===== src/fasr_pkg.sv =====
// Package of constants and types for the fast alarm status register bank.
package fasr_pkg;

  // ****************************************************************
  // Register map
  // ****************************************************************

  // Byte addresses of the two status registers on the device memory.
  localparam logic [7:0] FASR_TX_ADDR = 8'h72;
  localparam logic [7:0] FASR_RX_ADDR = 8'h73;

  // Power-on value of both registers.
  localparam logic [7:0] FASR_RESET_VAL = 8'h00;

  // Field positions in the transmit-side register.
  localparam int FASR_TX_PWR_LOW_BIT = 0;
  localparam int FASR_TX_PWR_HIGH_BIT = 1;
  localparam int FASR_HIGH_BIAS_BIT = 3;

  // Field positions in the receive-side register.
  localparam int FASR_BIAS_CEIL_BIT = 3;
  localparam int FASR_RX_LVL_LOW_BIT = 6;
  localparam int FASR_RX_LVL_HIGH_BIT = 7;

  // Number of synchroniser stages on comparator inputs.
  localparam int FASR_SYNC_STAGES = 2;

  // ****************************************************************
  // Types
  // ****************************************************************

  // Raw fast comparator outcomes, one bit per tracked condition.
  typedef struct packed {
    logic highBias;
    logic txPwrHigh;
    logic txPwrLow;
    logic rxLvlHigh;
    logic rxLvlLow;
    logic biasCeil;
    logic txDisable;
  } fasr_cmp_t;

  // Full state of the register bank.
  typedef struct packed {
    logic [7:0] txStat;
    logic [7:0] rxStat;
    logic [7:0] rdData;
    logic       txFaultSum;
  } fasr_state_t;

endpackage


===== src/fasr_sync_if.sv =====
// Interface carrying synchronised comparator outcomes between modules.
`timescale 1ns/100ps
`default_nettype none
interface fasr_sync_if;
  import fasr_pkg::*;

  // Comparator outcomes after the two-stage synchroniser.
  fasr_cmp_t cmp;

  modport src (output cmp);
  modport dst (input cmp);
endinterface
`default_nettype wire


===== src/fasr_sync.sv =====
// Two-flop synchroniser for the asynchronous comparator outputs.
`timescale 1ns/100ps
`default_nettype none
module fasr_sync
  import fasr_pkg::*;
(
  input wire logic clk,
  input wire logic rstn,
  input wire fasr_cmp_t rawCmp,
  fasr_sync_if.src syncOut
);

  // ****************************************************************
  // Synchroniser state
  // ****************************************************************

  // First and second stages; the first is read only by the second.
  typedef struct packed {
    fasr_cmp_t stage1;
    fasr_cmp_t stage2;
  } fasr_sync_state_t;

  fasr_sync_state_t sync_reg;
  fasr_sync_state_t sync_next;

  // Shift the comparator levels one stage per clock.
  always_comb begin
    sync_next = sync_reg;
    sync_next.stage1 = rawCmp;
    sync_next.stage2 = sync_reg.stage1;
  end

  // Both stages clear at reset so no alarm is seen before power-on ends.
  always_ff @(posedge clk or negedge rstn) begin
    if (!rstn) begin
      sync_reg <= '0;
    end else begin
      sync_reg <= sync_next;
    end
  end

  assign syncOut.cmp = sync_reg.stage2;

endmodule
`default_nettype wire


===== src/fasr_regs.sv =====
// Fast alarm status register bank: two read-only, volatile registers.
//
// Operation
// - Transmit register volatile, zero at reset, read-only.
// - Receive register volatile, zero at reset, read-only.
// - High-bias bit tracks comparator, disable clears.
// - Tx-power-high bit tracks comparator, disable clears.
// - Tx-power-low bit tracks comparator, disable clears.
// - Rx-level-high bit tracks, disable leaves unchanged.
// - Rx-level-low bit tracks, disable leaves unchanged.
// - Bias ceiling bit tracks request, disable clears.
// - Fault summary includes four transmit alarms unmasked.
`timescale 1ns/100ps
`default_nettype none
module fasr_regs
  import fasr_pkg::*;
(
  input wire logic clk,
  input wire logic rstn,
  input wire logic highBiasCmp,
  input wire logic txPowerHighCmp,
  input wire logic txPowerLowCmp,
  input wire logic rxLevelHighCmp,
  input wire logic rxLevelLowCmp,
  input wire logic biasCeilingCmp,
  input wire logic txDisable,
  input wire logic [7:0] rdAddr,
  input wire logic wrEn,
  input wire logic [7:0] wrData,
  output logic [7:0] rdData,
  output logic [7:0] fastAlarmStatusTx,
  output logic [7:0] fastAlarmStatusRx,
  output logic txFaultInterruptSummary
);

  // ****************************************************************
  // Input synchronisation
  // ****************************************************************

  // Comparators and the disable pin are analog-side, hence asynchronous.
  fasr_cmp_t rawCmp;
  fasr_sync_if syncBus ();

  // Gather the raw levels into one bundle for the synchroniser.
  always_comb begin
    rawCmp.highBias = highBiasCmp;
    rawCmp.txPwrHigh = txPowerHighCmp;
    rawCmp.txPwrLow = txPowerLowCmp;
    rawCmp.rxLvlHigh = rxLevelHighCmp;
    rawCmp.rxLvlLow = rxLevelLowCmp;
    rawCmp.biasCeil = biasCeilingCmp;
    rawCmp.txDisable = txDisable;
  end

  // Two flops sit between every comparator and disable pin and the logic below; the extra
  // latency is harmless because the flags are levels, not pulses.
  fasr_sync u_sync (
    .clk(clk),
    .rstn(rstn),
    .rawCmp(rawCmp),
    .syncOut(syncBus.src)
  );

  // ****************************************************************
  // Register state
  // ****************************************************************

  // Registered state of the bank and its next value.
  fasr_state_t st_reg;
  fasr_state_t st_next;
  // Synchronised comparator levels, the only view the logic has of them.
  fasr_cmp_t c;

  // Taken straight from the interface instance as it leaves the second
  // flop; nothing here reads the first stage.
  assign c = syncBus.cmp;

  // Host writes (wrEn, wrData) are accepted on the bus but have no path
  // into the state; both registers are read-only to the host.
  always_comb begin
    st_next = st_reg;
    // Everything not assigned below stays zero, so reserved bits read 0.
    st_next.txStat = FASR_RESET_VAL;
    st_next.rxStat = FASR_RESET_VAL;
    if (c.txDisable) begin
      // Transmit-side alarms are forced low while disable is asserted.
      st_next.txStat[FASR_HIGH_BIAS_BIT] = 1'b0;
      st_next.txStat[FASR_TX_PWR_HIGH_BIT] = 1'b0;
      st_next.txStat[FASR_TX_PWR_LOW_BIT] = 1'b0;
      st_next.rxStat[FASR_BIAS_CEIL_BIT] = 1'b0;
    end else begin
      // Each bit follows the latest fast comparison.
      st_next.txStat[FASR_HIGH_BIAS_BIT] = c.highBias;
      st_next.txStat[FASR_TX_PWR_HIGH_BIT] = c.txPwrHigh;
      st_next.txStat[FASR_TX_PWR_LOW_BIT] = c.txPwrLow;
      st_next.rxStat[FASR_BIAS_CEIL_BIT] = c.biasCeil;
    end
    // Receive-side level alarms ignore the disable event.
    st_next.rxStat[FASR_RX_LVL_HIGH_BIT] = c.rxLvlHigh;
    st_next.rxStat[FASR_RX_LVL_LOW_BIT] = c.rxLvlLow;
    // The four transmit alarms feed the summary with no mask in the way.
    st_next.txFaultSum = st_next.txStat[FASR_HIGH_BIAS_BIT] |
                         st_next.txStat[FASR_TX_PWR_HIGH_BIT] |
                         st_next.txStat[FASR_TX_PWR_LOW_BIT] |
                         st_next.rxStat[FASR_BIAS_CEIL_BIT];
    // Registered read port; unmapped addresses read zero.
    unique case (rdAddr)
      FASR_TX_ADDR: begin
        st_next.rdData = st_next.txStat;
      end
      FASR_RX_ADDR: begin
        st_next.rdData = st_next.rxStat;
      end
      default: begin
        st_next.rdData = 8'h00;
      end
    endcase
  end

  // Both registers are volatile and return to zero on reset.
  always_ff @(posedge clk or negedge rstn) begin
    if (!rstn) begin
      st_reg.txStat <= FASR_RESET_VAL;
      st_reg.rxStat <= FASR_RESET_VAL;
      st_reg.rdData <= 8'h00;
      st_reg.txFaultSum <= 1'b0;
    end else begin
      st_reg <= st_next;
    end
  end

  // Every output is a flop of the state; no logic sits after the register,
  // so the pins never glitch when a comparator moves.
  assign rdData = st_reg.rdData;
  assign fastAlarmStatusTx = st_reg.txStat;
  assign fastAlarmStatusRx = st_reg.rxStat;
  assign txFaultInterruptSummary = st_reg.txFaultSum;
endmodule
`default_nettype wire


===== config.mk =====
export PLATFORM = sky130hd
export DESIGN_NAME = fasr_regs
export DESIGN_NICKNAME = d
export VERILOG_FILES = /design/src/fasr_pkg.sv /design/src/fasr_sync_if.sv /design/src/fasr_sync.sv /design/src/fasr_regs.sv
export SDC_FILE = /design/constraint.sdc
export NUM_CORES = 1
export LEC_CHECK = 0
export BUFFER_PORTS_ARGS = -buffer_cell sky130_fd_sc_hd__buf_2
export CORE_MARGIN = 3
export CORE_UTILIZATION = 30
export DETAILED_ROUTE_END_ITERATION = 7
export PLACE_DENSITY = 0.58
export SYNTH_ARGS = -nofsm -noshare
export SYNTH_HDL_FRONTEND = slang
export SYNTH_SLANG_ARGS = --single-unit

===== constraint.sdc =====
create_clock -name clk -period 1.1 [get_ports clk]
set_input_delay 0.11 -clock clk [delete_from_list [all_inputs] [get_ports clk]]
set_output_delay 0.11 -clock clk [all_outputs]
set_load 0.01 [all_outputs]

==> results <==
- The flow ran to the end, but the final reports show violations.
- The checks that failed: negative setup slack.
- Setup repair after global routing could not meet its margin everywhere.
- The max-slew violation count came to 0.
- The initial utilization of the core area, before any placement, comes to around 33%.
- The overall power consumption is around 0.0016 W.
- The placement-stage worst setup slack is -0.106 ns.
- The repair_antennas step left the layout with diodes totalling 0.
- The first global-routing pass estimated roughly 2000 µm of wire.
- The maximum fanout encountered on the critical timing path is 2.
- Summing every instance area after synthesis gives just under 900 µm².
- The remaining global-route overflow is 0.
- The leakage power summed over all cells is 0.588 nW.
- TritonCTS built the clock tree.
- In the final routed layout, each cell accounts on average for around 9.6 µm.
- The critical path is of the flop to flop type.
- The worst hold slack is around 0.037 ns.
- The synthesized design spends more area on one cell type than any other, namely sky130_fd_sc_hd__dfrtp_1.
- The register clock-pin slew on the reported worst setup and hold paths is ~0.12 ns.
- The pre-antenna-repair detailed-routing pass consisted of 2 iterations.
- The total area inside the core boundary comes to 0.00261 mm².
- The count of endpoints failing hold in the final timing report is 0.
- Once layout is complete, the utilization of the core stands at between 40% and 50%.
- The number of vias per cell is 3.96.
- For hold timing, the worst endpoint is rdData[1].
- The final layout contains routed wiring with a total length of between 1000 and 1500 µm.
- The cell count of the worst hold path is 2.
- The worst hold-check path type is primary input to flop.
- Dividing total power by cell area gives a power density of 1390 mW/mm².
- The worst setup path is captured at a flop.
- After layout, the worst setup slack is -0.117 ns.
- The share of the clock period used by the worst path after layout is 111%.
- The share of the yosys chip area belonging to registers is between 70% and 80%.
- The last weighted congestion value of the routability-driven placer is slightly above 0.7.
- The start point of the worst hold path is rdAddr[0].
- Summing over every cut layer, the via total after detailed routing is around 510.
- The number of antenna violations at the first check in global routing came to 0.
- The smallest clock period supported by the final layout is computed as 1.22 ns.
- CTS built an H-tree with a depth of 1.
- The total clock buffers created by CTS is 3.
- The area growth from synthesis to layout is 32.1%.
- The global-route total usage across every layer is 7.50%.
- The root buffer cell chosen for the clock tree is sky130_fd_sc_hd__clkbuf_4.
- The share of the synthesized area in the top cell type is between 70% and 80%.
- At the pin with the least slew margin, the transition time is 0.546 ns.
- Yosys mapped the design onto 17 distinct sky130hd cell types.
- The post-route cell area is approximately 0.0011 mm².
- By area the synthesized netlist is led by sky130_fd_sc_hd__dfrtp_1 75%, sky130_fd_sc_hd__buf_4 11%, sky130_fd_sc_hd__nand3b_1 1.7%.
- The clock reaches the later pin of the worst-skew pair after about 0.30 ns.
- Setup slack on the worst reg-to-reg path comes out at -0.12 ns.
- Across the VDD grid, the largest voltage drop is between 0.0009 and 0.001 V.
- In this run the tool buffered the top-level ports with 28 buffer cells.
- The worst slew margin relative to its limit is between 60% and 70%.
- In the routed design, unresolved DRC markers number 0.
- The critical path arrival is ~1.4 ns.
- The sort of element at the start of the critical path is a flop.
- The number of max-cap violations is 0.
- The floorplan has 18 rows.
- The capturing point of the worst reg2reg path is txFaultInterruptSummary.
- 51 I/O pins were placed.
- The number of failing setup endpoints in the final timing report is 2.
- The initial detailed-routing violation count is 1.
- The mean instance size in the synthesized netlist is roughly 15 µm².
- For the worst flop-to-flop path, the logic depth is 2.
- The die covers 0.00358 mm².
- The number of sinks driven by the clock tree is 26.
- The post-route antenna net violation count is 0.
- Static timing analysis puts the maximum clock frequency at 0.822 GHz.
- In the final layout, the share of cells above drive strength 1 is 40.8%.
- The source of the worst register-to-register timing path is u_sync.syncOut.cmp[1].
- The number of flip-flops and latches in the synthesized netlist is 26.
- The worst endpoint required time is 1.29 ns.
- The number of global-route vias before repair is 470.
- The count of warnings emitted by yosys is 0.
- Between clock sinks in the finished design, the worst skew comes to between 0.002 and 0.003 ns.
- The number of nets in the finished design is 125.
- The cell area after placement is 0.00100 mm².
- The pin count of the biggest net entering global routing is 27.
- The clock passes through at most 2 buffers.
- Synthesis produced 57 cells.
- The floorplan step set the die width to 59.8 µm.
- The vertical die dimension is around 60 µm.
[repair_timing]
action / 4_1_cts / 5_1_grt
hold endpoints to repair: 33 / 0
setup buffers: 1 / 0
resized for setup: 4 / 1
hold buffers: 8 / 0
pin swaps: 3 / 0
setup endpoints to repair: 2 / 3
[synth_stat cells]
cell type and number:
sky130_fd_sc_hd__a211oi_1 1, sky130_fd_sc_hd__and2b_1 1, sky130_fd_sc_hd__and2b_2 1, sky130_fd_sc_hd__buf_4 13, sky130_fd_sc_hd__conb_1 1, sky130_fd_sc_hd__dfrtp_1 26, sky130_fd_sc_hd__inv_1 1, sky130_fd_sc_hd__nand2_1 2
sky130_fd_sc_hd__nand3b_1 2, sky130_fd_sc_hd__nand4bb_1 1, sky130_fd_sc_hd__nor2b_1 1, sky130_fd_sc_hd__nor3_1 2, sky130_fd_sc_hd__nor4_1 1, sky130_fd_sc_hd__nor4b_1 1, sky130_fd_sc_hd__or2b_2 1, sky130_fd_sc_hd__or3b_1 1
sky130_fd_sc_hd__or4_1 1
[critical path, cell delays in order, from the launching register on]
cell,delay (ns)
sky130_fd_sc_hd__dfrtp_1,0.40
sky130_fd_sc_hd__and2b_2,0.20
sky130_fd_sc_hd__or4_1,0.51
[layout make-up]
class | instances | area (µm²)
repair buffers | 38 | 235
fillers | 265 | 1460
multi-input cells | 29 | 185
clock buffers | 4 | 36.3
well taps | 30 | 37.5
inverters | 1 | 3.75
flip-flops and latches | 26 | 651
[cells by family after synthesis]
logic type,Yosys count,synth area share (%)
flops,26,74.8
compound gates,1,0.864
other cells,1,0.431
simple gates,15,12.2
buf+inv,14,11.7
[power breakdown]
group | switching, W | internal, W | leakage [nW]
Sequential | 0.0000106 | 0.000995 | 0.319
Clock | 0.000240 | 0.000202 | 0.0210
Combinational | 0.0000764 | 0.0000684 | 0.249
Total | 0.000327 | 0.00127 | 0.588
[sequential cells by signal (all words and copies together) (netlist names)]
| register | count |
|---|---|
| txFaultInterruptSummary | 1 |
| u_sync.syncOut.cmp | 7 |
| fastAlarmStatusTx | 3 |
| fastAlarmStatusRx | 3 |
| u_sync.sync_next | 7 |
| rdData | 5 |
[cell usage in the layout (no fill, tap or decap)]
| cell | Yosys | routed |
|---|---|---|
| sky130_fd_sc_hd__dlygate4sd3_1 | 0 | 8 |
| sky130_fd_sc_hd__conb_1 | 1 | 13 |
| sky130_fd_sc_hd__nand4bb_1 | 1 | 1 |
| sky130_fd_sc_hd__and2b_2 | 1 | 1 |
| sky130_fd_sc_hd__clkbuf_8 | 0 | 1 |
| sky130_fd_sc_hd__nand2_1 | 2 | 2 |
| sky130_fd_sc_hd__nor4b_2 | 0 | 1 |
| sky130_fd_sc_hd__buf_4 | 13 | 2 |
| sky130_fd_sc_hd__a211oi_2 | 0 | 1 |
| sky130_fd_sc_hd__buf_2 | 0 | 28 |
| sky130_fd_sc_hd__clkbuf_4 | 0 | 3 |
| sky130_fd_sc_hd__inv_1 | 1 | 1 |
| sky130_fd_sc_hd__nor4_2 | 0 | 1 |
| sky130_fd_sc_hd__nor3_1 | 2 | 2 |
| sky130_fd_sc_hd__or4_1 | 1 | 1 |
| sky130_fd_sc_hd__or3b_4 | 0 | 1 |
| sky130_fd_sc_hd__or2b_4 | 0 | 1 |
| sky130_fd_sc_hd__nand3b_1 | 2 | 2 |
| sky130_fd_sc_hd__nor2b_1 | 1 | 1 |
| sky130_fd_sc_hd__and2b_1 | 1 | 1 |
| sky130_fd_sc_hd__dfrtp_1 | 26 | 26 |
[through the flow]
step	std cells	setup TNS, ns
finish	128	-0.176
global route	128	-0.315
CTS	128	-0.187
detailed placement	115	-0.106
global placement	115	-0.105
floorplan	69	-0.0479
[metal layers]
| metal | GRT usage (%) | wire [µm] | up-vias |
|---|---|---|---|
| li1 | - | - | 241 |
| met1 | 8.98 | 430 | 244 |
| met2 | 11.1 | 688 | 22 |
| met3 | 3.02 | 108 | 0 |
| met4 | 4.75 | 0 | 0 |
| met5 | 0 | 0 | - |
[how the worst max path moves through the flow]
stage                           from                 endpoint  slack, ns  cells after the start
3_5_place_dp   u_sync.syncOut.cmp[0]  txFaultInterruptSummary      -0.11                      3
4_1_cts        u_sync.syncOut.cmp[0]  txFaultInterruptSummary      -0.12                      2
3_3_place_gp   u_sync.syncOut.cmp[0]  txFaultInterruptSummary      -0.11                      3
2_1_floorplan  u_sync.syncOut.cmp[5]  txFaultInterruptSummary      -0.05                      3
5_1_grt        u_sync.syncOut.cmp[0]  txFaultInterruptSummary      -0.17                      2
6_report       u_sync.syncOut.cmp[1]  txFaultInterruptSummary      -0.12                      2
No activity file was read; power rests on OpenSTA's default activity.
